### config.mk
export PLATFORM = sky130hd
export DESIGN_NAME = tcts_core
export DESIGN_NICKNAME = d
export VERILOG_FILES = /design/src/hw/tcts_core.v
export VERILOG_INCLUDE_DIRS = /design/src /design/src/hw
export SDC_FILE = /design/constraint.sdc
export NUM_CORES = 2
export LEC_CHECK = 0
export BUFFER_PORTS_ARGS = -buffer_cell sky130_fd_sc_hd__buf_2
export CAP_MARGIN = 20
export CORE_MARGIN = 1
export CORE_UTILIZATION = 45
export CTS_CLUSTER_SIZE = 24
export DETAILED_ROUTE_END_ITERATION = 16
export GPL_TIMING_DRIVEN = 0
export SETUP_SLACK_MARGIN = 0.4
export SLEW_MARGIN = 20
export SYNTH_ARGS = -nofsm -noshare
export SYNTH_HDL_FRONTEND = slang
export SYNTH_SLANG_ARGS = --single-unit
export TNS_END_PERCENT = 20
### constraint.sdc
create_clock -name CLK -period 161.9 [get_ports CLK]
set_clock_uncertainty 0.1 [all_clocks]
set_input_delay 24.285 -clock CLK [delete_from_list [all_inputs] [get_ports CLK]]
set_output_delay 24.285 -clock CLK [all_outputs]
set_load 0.005 [all_outputs]
### src/hw/tcts_consts.vh
`ifndef TCTS_CONSTS_VH
`define TCTS_CONSTS_VH
// ----------------------------------------
// register word addresses (byte offsets)
// ----------------------------------------
`define TCTS_A_CTRL     9'h000
`define TCTS_A_GAIN     9'h004
`define TCTS_A_OFFS     9'h008
`define TCTS_A_STATUS   9'h00C
`define TCTS_A_AUTOREF  9'h010
`define TCTS_A_OUTCMD   9'h014
`define TCTS_SET_BIT    8
// ----------------------------------------
// control fields
// ----------------------------------------
`define TCTS_C_ANA      0
`define TCTS_C_DIR      1
`define TCTS_C_MODE2    2
`define TCTS_C_AUTO     3
`define TCTS_C_APPLY    4
`define TCTS_C_RELOAD   5
// ----------------------------------------
// data set fields
// ----------------------------------------
`define TCTS_F_CMD      3'h0
`define TCTS_F_THICK    3'h1
`define TCTS_F_INIT     3'h2
`define TCTS_F_FINAL    3'h3
`define TCTS_F_TAPER    3'h4
`define TCTS_F_MATJ     3'h5
`define TCTS_F_COREJ    3'h6
// ----------------------------------------
// reset values and limits
// ----------------------------------------
`define TCTS_RST_GAIN   7'h0A
`define TCTS_RST_THICK  13'h0032
`define TCTS_RST_INIT   10'h1F4
`define TCTS_RST_FINAL  10'h3E8
`define TCTS_RST_TAPER  7'h64
`define TCTS_MAX_THICK  13'h1388
`define TCTS_MAX_DIAM   10'h3E8
`define TCTS_MAX_PCT    7'h64
`define TCTS_MAX_J      24'h98967F
`define TCTS_FULL_CMD   14'h2710
`define TCTS_TICK_NS    1000000
`define TCTS_CLK_NS     10
`endif

### src/hw/tcts_core.v
`timescale 1ns/1ps
`include "tcts_consts.vh"
module tcts_core #(
   parameter TICK_CYC   = `TCTS_TICK_NS / `TCTS_CLK_NS,
   parameter DECEL_STEP = 14'h0064
) (
   input  wire        CLK,
   input  wire        RESET_N,
   input  wire [8:0]  AVS_ADDRESS,
   input  wire        AVS_READ,
   input  wire        AVS_WRITE,
   input  wire [31:0] AVS_WRITEDATA,
   output reg  [31:0] AVS_READDATA,
   output wire        AVS_WAITREQUEST,
   input  wire        DATA_SELECT_BIT0,
   input  wire        DATA_SELECT_BIT1,
   input  wire        DATA_SELECT_BIT2,
   input  wire        FORWARD_RUN_INPUT,
   input  wire        REVERSE_RUN_INPUT,
   input  wire [15:0] ANALOG_MV,
   input  wire [9:0]  ROLL_DIAM,
   output reg  [13:0] TENS_CMD,
   output reg         TENS_DIR,
   output reg         RUNNING,
   output reg         STOPPING,
   output reg         WINDING
);
   localparam ST_IDLE = 2'b00;
   localparam ST_RUN  = 2'b01;
   localparam ST_DEC  = 2'b10;
   // ----------------------------------------
   // pin synchronisers
   // ----------------------------------------
   reg [3:0]  pin_a_r;
   reg [3:0]  pin_b_r;
   always @(posedge CLK) begin
      if (!RESET_N) begin
         pin_a_r <= 4'h0;
         pin_b_r <= 4'h0;
      end else begin
         pin_a_r <= {FORWARD_RUN_INPUT, DATA_SELECT_BIT2, DATA_SELECT_BIT1, DATA_SELECT_BIT0};
         pin_b_r <= pin_a_r;
      end
   end
   // reverse ignored: REVERSE_RUN_INPUT is deliberately left unread
   wire       fwd_run = pin_b_r[3];
   wire [2:0] sel_pins = pin_b_r[2:0];
   // ----------------------------------------
   // bus slave, one wait cycle per access
   // ----------------------------------------
   reg        ack_r;
   wire       req = AVS_READ | AVS_WRITE;
   assign AVS_WAITREQUEST = req & ~ack_r;
   wire       wr_go = AVS_WRITE & ack_r;
   wire       in_set = AVS_ADDRESS[`TCTS_SET_BIT];
   wire [2:0] a_set = AVS_ADDRESS[7:5];
   wire [2:0] a_fld = AVS_ADDRESS[4:2];
   wire [31:0] wd = AVS_WRITEDATA;
   always @(posedge CLK) begin
      if (!RESET_N)
         ack_r <= 1'b0;
      else
         ack_r <= req & ~ack_r;
   end
   function [12:0] clampu;
      input [31:0] v;
      input [12:0] lo;
      input [12:0] hi;
      begin
         if (v < {19'h0, lo})
            clampu = lo;
         else if (v > {19'h0, hi})
            clampu = hi;
         else
            clampu = v[12:0];
      end
   endfunction
   // clamped write values, cut to each field's width at the point of use
   wire [12:0] pct_c  = clampu(wd, 13'h0000, {6'h00, `TCTS_MAX_PCT});
   wire [12:0] diam_c = clampu(wd, 13'h0001, {3'h0, `TCTS_MAX_DIAM});
   // ----------------------------------------
   // global parameters
   // ----------------------------------------
   reg        ana_stg_r;
   reg        dir_stg_r;
   reg        mode2_stg_r;
   reg        ana_r;
   reg        dir_r;
   reg        mode2_r;
   reg        auto_r;
   reg        boot_r;
   reg [6:0]  gain_r;
   reg [15:0] offs_r;
   reg [15:0] autoref_r;
   wire       ctl_wr = wr_go & ~in_set & (AVS_ADDRESS == `TCTS_A_CTRL);
   always @(posedge CLK) begin
      if (!RESET_N) begin
         ana_stg_r   <= 1'b1;
         dir_stg_r   <= 1'b1;
         mode2_stg_r <= 1'b0;
         ana_r       <= 1'b1;
         dir_r       <= 1'b1;
         mode2_r     <= 1'b0;
         auto_r      <= 1'b0;
         boot_r      <= 1'b1;
         gain_r      <= `TCTS_RST_GAIN;
         offs_r      <= 16'h0000;
         autoref_r   <= 16'h0000;
      end else begin
         // system parameters latched once at start-up or a software restart
         boot_r <= ctl_wr & wd[`TCTS_C_RELOAD];
         if (boot_r) begin
            ana_r   <= ana_stg_r;
            dir_r   <= dir_stg_r;
            mode2_r <= mode2_stg_r;
         end
         if (ctl_wr) begin
            ana_stg_r   <= wd[`TCTS_C_ANA];
            dir_stg_r   <= wd[`TCTS_C_DIR];
            mode2_stg_r <= wd[`TCTS_C_MODE2];
            auto_r      <= wd[`TCTS_C_AUTO];
         end
         // capture the 0 V reading on apply, only if auto was already set by an earlier control write
         if (ctl_wr & wd[`TCTS_C_APPLY] & auto_r)
            autoref_r <= ANALOG_MV;
         if (wr_go & ~in_set & (AVS_ADDRESS == `TCTS_A_GAIN))
            gain_r <= pct_c[6:0];
         if (wr_go & ~in_set & (AVS_ADDRESS == `TCTS_A_OFFS))
            offs_r <= wd[15:0];
      end
   end
   // ----------------------------------------
   // operation data sets
   // ----------------------------------------
   reg  [15:0] ds_cmd   [0:7];
   reg  [12:0] ds_thick [0:7];
   reg  [9:0]  ds_init  [0:7];
   reg  [9:0]  ds_final [0:7];
   reg  [6:0]  ds_taper [0:7];
   reg  [23:0] ds_matj  [0:7];
   reg  [23:0] ds_corej [0:7];
   wire [23:0] j_in = (wd > {8'h00, `TCTS_MAX_J}) ? `TCTS_MAX_J : wd[23:0];
   genvar gi;
   generate
      for (gi = 0; gi < 8; gi = gi + 1) begin : g_set
         wire hit = wr_go & in_set & (a_set == gi);
         always @(posedge CLK) begin
            if (!RESET_N) begin
               ds_cmd[gi]   <= 16'h0000;
               ds_thick[gi] <= `TCTS_RST_THICK;
               ds_init[gi]  <= `TCTS_RST_INIT;
               ds_final[gi] <= `TCTS_RST_FINAL;
               ds_taper[gi] <= `TCTS_RST_TAPER;
               ds_matj[gi]  <= 24'h000000;
               ds_corej[gi] <= 24'h000000;
            end else if (hit) begin
               if (a_fld == `TCTS_F_CMD)
                  ds_cmd[gi] <= wd[15:0];
               // stored values held inside their ranges
               if (a_fld == `TCTS_F_THICK)
                  ds_thick[gi] <= clampu(wd, 13'h0001, `TCTS_MAX_THICK);
               if (a_fld == `TCTS_F_INIT)
                  ds_init[gi] <= diam_c[9:0];
               if (a_fld == `TCTS_F_FINAL)
                  ds_final[gi] <= diam_c[9:0];
               if (a_fld == `TCTS_F_TAPER)
                  ds_taper[gi] <= pct_c[6:0];
               // inertia only writable in the second mode
               if ((a_fld == `TCTS_F_MATJ) & mode2_r)
                  ds_matj[gi] <= j_in;
               if ((a_fld == `TCTS_F_COREJ) & mode2_r)
                  ds_corej[gi] <= j_in;
            end
         end
      end
   endgenerate
   // ----------------------------------------
   // selection and command source
   // ----------------------------------------
   reg  [1:0]  state_r;
   reg  [2:0]  sel_hold_r;
   wire [2:0]  sel = (state_r == ST_RUN) ? sel_hold_r : sel_pins;
   wire [15:0] zero_ref = auto_r ? autoref_r : offs_r;
   // gain times (voltage minus offset), result in 0.01 %
   wire signed [16:0] vdiff = $signed({ANALOG_MV[15], ANALOG_MV}) - $signed({zero_ref[15], zero_ref});
   wire signed [24:0] aprod = $signed({1'b0, gain_r}) * vdiff;
   wire signed [24:0] a_cmd = aprod / 25'sd10;
   wire signed [24:0] d_cmd = $signed({{9{ds_cmd[sel][15]}}, ds_cmd[sel]}) * 25'sd100;
   reg  signed [24:0] raw_cmd;
   always @* begin
      raw_cmd = d_cmd;
      if (ana_r) begin
         // set 1 follows the external voltage
         if (sel == 3'h1)
            raw_cmd = a_cmd;
         // set 0 belongs to the trim pot, which this block does not carry
         else if (sel == 3'h0)
            raw_cmd = 25'sd0;
      end
   end
   wire        neg = raw_cmd[24];
   wire [24:0] mag = neg ? (25'd0 - raw_cmd) : raw_cmd;
   // clamp to 100 %, taper never raises it
   wire [13:0] mag_c = (mag > {11'h000, `TCTS_FULL_CMD}) ? `TCTS_FULL_CMD : mag[13:0];
   // ----------------------------------------
   // winding decision and taper
   // ----------------------------------------
   wire [9:0]  d_init = ds_init[sel];
   wire [9:0]  d_fin  = ds_final[sel];
   // winding when initial below final; equal counts as winding
   wire        wind = (d_init <= d_fin);
   wire [9:0]  d_max = wind ? d_fin : d_init;
   // diameter taken from ROLL_DIAM, capped at the maximum, so the taper is live from the first cycle
   wire [9:0]  d_now = (ROLL_DIAM > d_max) ? d_max : ROLL_DIAM;
   wire [6:0]  tap = ds_taper[sel];
   // linear from full at zero to taper at maximum
   wire [16:0] t_den = d_max * 7'd100;
   wire [16:0] t_num = t_den - (7'd100 - tap) * d_now;
   wire [30:0] t_prod = mag_c * t_num;
   // taper 100 leaves the command untouched
   wire [30:0] t_res = (tap == `TCTS_MAX_PCT) ? {17'h0, mag_c} : t_prod / t_den;
   wire [13:0] tcmd = t_res[13:0];
   // ----------------------------------------
   // run sequencer
   // ----------------------------------------
   reg [16:0] tick_cnt_r;
   wire       tick = (tick_cnt_r == TICK_CYC - 1);
   always @(posedge CLK) begin
      if (!RESET_N)
         tick_cnt_r <= 17'h00000;
      else if (tick)
         tick_cnt_r <= 17'h00000;
      else
         tick_cnt_r <= tick_cnt_r + 17'h00001;
   end
   reg  [1:0]  state_nxt;
   always @* begin
      state_nxt = state_r;
      case (state_r)
         ST_IDLE: begin
            if (fwd_run)
               state_nxt = ST_RUN;
         end
         ST_RUN: begin
            if (!fwd_run)
               state_nxt = ST_DEC;
         end
         ST_DEC: begin
            if (fwd_run)
               state_nxt = ST_RUN;
            else if (TENS_CMD == 14'h0000)
               state_nxt = ST_IDLE;
         end
         default: state_nxt = ST_IDLE;
      endcase
   end
   always @(posedge CLK) begin
      if (!RESET_N) begin
         state_r    <= ST_IDLE;
         sel_hold_r <= 3'h0;
         TENS_CMD   <= 14'h0000;
         TENS_DIR   <= 1'b0;
         RUNNING    <= 1'b0;
         STOPPING   <= 1'b0;
         WINDING    <= 1'b1;
      end else begin
         state_r  <= state_nxt;
         RUNNING  <= (state_nxt == ST_RUN);
         STOPPING <= (state_nxt == ST_DEC);
         // latch the set as run begins
         if (state_r != ST_RUN)
            sel_hold_r <= sel_pins;
         if (state_nxt == ST_RUN) begin
            TENS_CMD <= tcmd;
            WINDING  <= wind;
            TENS_DIR <= dir_r ^ neg;
         end else if ((state_r == ST_DEC) & tick) begin
            // ramp down; the real stop time depends on the load
            if (TENS_CMD > DECEL_STEP)
               TENS_CMD <= TENS_CMD - DECEL_STEP;
            else
               TENS_CMD <= 14'h0000;
         end
      end
   end
   // ----------------------------------------
   // read data
   // ----------------------------------------
   reg [31:0] rd_nxt;
   always @* begin
      rd_nxt = 32'h00000000;
      if (in_set) begin
         case (a_fld)
            `TCTS_F_CMD:   rd_nxt = {{16{ds_cmd[a_set][15]}}, ds_cmd[a_set]};
            `TCTS_F_THICK: rd_nxt = {19'h0, ds_thick[a_set]};
            `TCTS_F_INIT:  rd_nxt = {22'h0, ds_init[a_set]};
            `TCTS_F_FINAL: rd_nxt = {22'h0, ds_final[a_set]};
            `TCTS_F_TAPER: rd_nxt = {25'h0, ds_taper[a_set]};
            `TCTS_F_MATJ:  rd_nxt = {8'h0, ds_matj[a_set]};
            `TCTS_F_COREJ: rd_nxt = {8'h0, ds_corej[a_set]};
            default:       rd_nxt = 32'h00000000;
         endcase
      end else begin
         case (AVS_ADDRESS)
            `TCTS_A_CTRL:    rd_nxt = {26'h0, 2'b00, auto_r, mode2_stg_r, dir_stg_r, ana_stg_r};
            `TCTS_A_GAIN:    rd_nxt = {25'h0, gain_r};
            `TCTS_A_OFFS:    rd_nxt = {{16{offs_r[15]}}, offs_r};
            `TCTS_A_STATUS:  rd_nxt = {20'h0, sel_hold_r, state_r, mode2_r, dir_r, ana_r,
                                       WINDING, TENS_DIR, STOPPING, RUNNING};
            `TCTS_A_AUTOREF: rd_nxt = {{16{autoref_r[15]}}, autoref_r};
            `TCTS_A_OUTCMD:  rd_nxt = {18'h0, TENS_CMD};
            default:         rd_nxt = 32'h00000000;
         endcase
      end
   end
   always @(posedge CLK) begin
      if (!RESET_N)
         AVS_READDATA <= 32'h00000000;
      else if (AVS_READ & ~ack_r)
         AVS_READDATA <= rd_nxt;
   end
endmodule

==> out/metrics.csv <==
stage,metric,value,unit
outcome,run_status,completed,
critical_path,critical_path.max_fanout,10,
drt,via_per_inst,6.14,
synth,yosys.cell_types.count,128,
synth,syn_nets,10300,
global_route,globalRoute.totalOverflow,0,
global_route,maximum_number_of_pins_on_one_net_before_global_route_repair,31,
timing,timing.final.crit_period,151.78,ns
floorplanning,floorplan.initialDensity,45.4,%
global_route,antenna_found_initial,17,
run,maxCapViolCount,0,
synth,ys.flop_type,sky130_fd_sc_hd__edfxtp_1,
cts,cts_tree,done,
cts,htree_num_levels,3,
synth,synth.cells.most_frequent,"sky130_fd_sc_hd__nor2_1 (1188), sky130_fd_sc_hd__nand2_1 (1177), sky130_fd_sc_hd__edfxtp_1 (832), sky130_fd_sc_hd__ha_1 (654), sky130_fd_sc_hd__inv_1 (609)",
placement,place_congestion,0.994,
critical_path,regToRegEndpoint,TENS_CMD[0]$_SDFFE_PN0P_,
floorplanning,pin_count,127,
synth,postSynthRegisterBits,953,
floorplanning,die_area,191000,µm²
critical_path,critical-path-max-stage-delay,0.55,ns
critical_path,cp_max_delay_cell,sky130_fd_sc_hd__fa_1,
drt,detail_route.first_pass.iterations,8,
drt,drcViolationCount,0,
timing,drv_slew,0,
floorplanning,chipWidth,437,µm
synth,synth_area_leaders,"sky130_fd_sc_hd__edfxtp_1 (29%), sky130_fd_sc_hd__ha_1 (9.6%), sky130_fd_sc_hd__fa_1 (8.1%)",
floorplanning,die-height,437,µm
floorplanning,num_rows,159,
floorplanning,core_area,188000,µm²
cells_and_area,syn2layout_area_growth,11.0,%
critical_path,r2r_start,auto_r$_SDFFE_PN0P_,
timing,rsz_0062_raised_after_global_routing,false,
placement,post-place-cells,11900,
critical_path,timing.critical_path.arrival,152.26,ns
placement,numPortBuffers,118,
worst_hold_path,hp-class,flop to flop,
cts,clk_transition_reported_paths,0.06,ns
drt,final_antenna_net_count,0,
timing,timing.fmax,6.59,MHz
timing,relSlewSlack,10.2,%
critical_path,critical_path_required,162.38,ns
cells_and_area,fraction_of_final_layout_cells_sized_beyond_drive_strength_1,11.1,%
timing,final_hold_viol_count,0,
cts,cts_buffers,102,
drt,wl_per_cell,25.3,µm
timing,setup_violations,0,
worst_hold_path,hold_path_startpoint,pin_a_r[3]$_SDFF_PN0_,
cts,cts_sinks,953,
cts,cts_max_path_buffers,3,
synth,synth.top_cell.area_share,29.3,%
synth,sequential_to_total_area_share_from_yosys_stat,32.1,%
global_route,overall_global_routing_resource_usage,31.2,%
synth,yosysWarningCount,0,
synth,avgSynthCellArea,9.29,µm²
cells_and_area,finalNonFillerCells,12100,
synth,synth_enable_flop_cells,832,
synth,synth_most_common_cell,sky130_fd_sc_hd__nor2_1,
placement,place_hpwl,238,mm
global_route,number_of_global_route_vias_before_repair,71700,
cts,clk_root_buffer_cell,sky130_fd_sc_hd__clkbuf_16,
cts,ctsHoldBuffers,0,
worst_hold_path,hold_path_end,pin_b_r[3]$_SDFF_PN0_,
drt,wire_length_after_detailed_routing,305,mm
worst_hold_path,hold_depth,1,
critical_path,reg2reg_depth,621,
timing,worst-slew-pin-transition,1.35,ns
synth,synth_area_leader_cell,sky130_fd_sc_hd__edfxtp_1,
cts,worst_skew_pair.late_latency,0.78,ns
critical_path,timing.critical_path.mode_cell,sky130_fd_sc_hd__o21a_1,
cells_and_area,n_fill_cell,17600,
synth,syn-instance-count,9183,
global_route,grt_first_pass_wirelength,453,mm
drt,drtIter0Drc,7795,
drt,vias,74200,
synth,post_synth_instance_area,85300,µm²
critical_path,endpoint_kind,flop,
synth,asyncSetResetFlopFracSynth,0,%
critical_path,crit_path_start_kind,input port,
timing,min_period_over_period,93.8,%
critical_path,worstSetupPathType,input port to flop,
critical_path,r2r_slack,32.12,ns
cells_and_area,nNetsFinal,10600,
metrics by stage:
step	setup WS, ns	hold WS (ns)	setup TNS (ns)	area (µm²)	util, %
after floorplan	21.67	0.312	0	85300	-
after global routing	0.324	0.359	0	94700	50.4
after global placement	1.64	0.326	0	89100	47.4
final	10.12	0.342	0	94800	50.4
after CTS	0.450	0.340	0	94000	50.0
after detailed placement	-0.0248	0.322	-0.0248	90600	48.2
cells in the final DEF (no fill, tap or decap), drive strengths merged, types with 48 or more instances in the layout:
cell       n
nand2b    55
o21ai    321
a311oi    48
or2       60
mux4     208
dfxtp    121
xnor2    168
mux2i    161
inv      612
nand3    187
o31ai    137
nand2   1179
nor2    1189
edfxtp   832
nand4     52
nor3     363
fa       347
buf      285
a21o      82
a31oi     95
o211ai    54
o21a     288
clkinv    51
clkbuf   489
nor2b     66
xor2      97
and2     230
and3      88
mux2      96
o22ai     61
ha       654
a21oi    337
repair_timing:
| item | in CTS | in global routing |
|---|---|---|
| endpoints found under the setup margin | 1 | 3 |
| pin swaps | 0 | 12 |
| gates cloned | 0 | 0 |
| buffers inserted | 0 | 20 |
| resized for setup | 2 | 165 |
metal layers:
metal	up-vias	GRT usage (%)	wire (µm)
met4	12	17.2	19400
met3	814	5.76	26400
met5	-	0	72
met2	3389	50.3	139000
li1	33600	-	-
met1	36300	39.5	120000
worst max-delay path, delay by kind of cell:
kind                     cells  cell delay, ns
AO/OA/AOI/OAI              367           74.15
AND/OR/NAND/NOR            117           20.24
adder cells (fa/ha/maj)     43           13.99
buffers and inverters       73           13.87
multiplexers                14            3.90
XOR/XNOR                     6            1.41
cell type report:
class / count / area, µm² / share of cell area (%)
inverter: 612 / 2300 / 2.42
timing repair buffer: 198 / 1800 / 1.90
buffer: 449 / 1890 / 1.99
clock buffer: 127 / 2670 / 2.82
antenna: 4 / 10.0 / 0.0106
sequential: 953 / 27400 / 28.9
clock inverter: 64 / 683 / 0.721
multi-input combinational: 7169 / 54900 / 57.9
tap: 2495 / 3120 / 3.29
how the worst max path moves through the flow:
stage / slack, ns / to / from
3_3_place_gp: 1.64 / TENS_CMD[0]$_SDFFE_PN0P_ / ANALOG_MV[1]
5_1_grt: 0.32 / TENS_CMD[0]$_SDFFE_PN0P_ / ANALOG_MV[1]
3_5_place_dp: -0.02 / TENS_CMD[0]$_SDFFE_PN0P_ / ANALOG_MV[1]
4_1_cts: 0.45 / TENS_CMD[0]$_SDFFE_PN0P_ / ANALOG_MV[1]
6_report: 10.12 / TENS_CMD[0]$_SDFFE_PN0P_ / ANALOG_MV[1]
2_1_floorplan: 21.67 / TENS_CMD[0]$_SDFFE_PN0P_ / ANALOG_MV[1]
kinds of logic after synthesis:
logic type,share of synthesized area (%)
buffers and inverters,4.77
DFF,32.1
AOI/OAI and AO/OA,14.8
muxes,8.65
adders and majority gates,17.8
and+or+nand+nor,19.1
xor gates and xnor gates,2.76
state kept, by name, indices dropped and copies added, names as in the netlist, 7 cells and up:
register,cells
AVS_READDATA,25
TENS_CMD,14
autoref_r,16
ds_cmd,128
ds_corej,192
ds_final,80
ds_init,80
ds_matj,192
ds_taper,56
ds_thick,104
gain_r,7
offs_r,16
tick_cnt_r,17
Power is left out: the tool's default activity adds up to more than one toggle a clock period on the data nets, which glitch-free logic cannot reach.
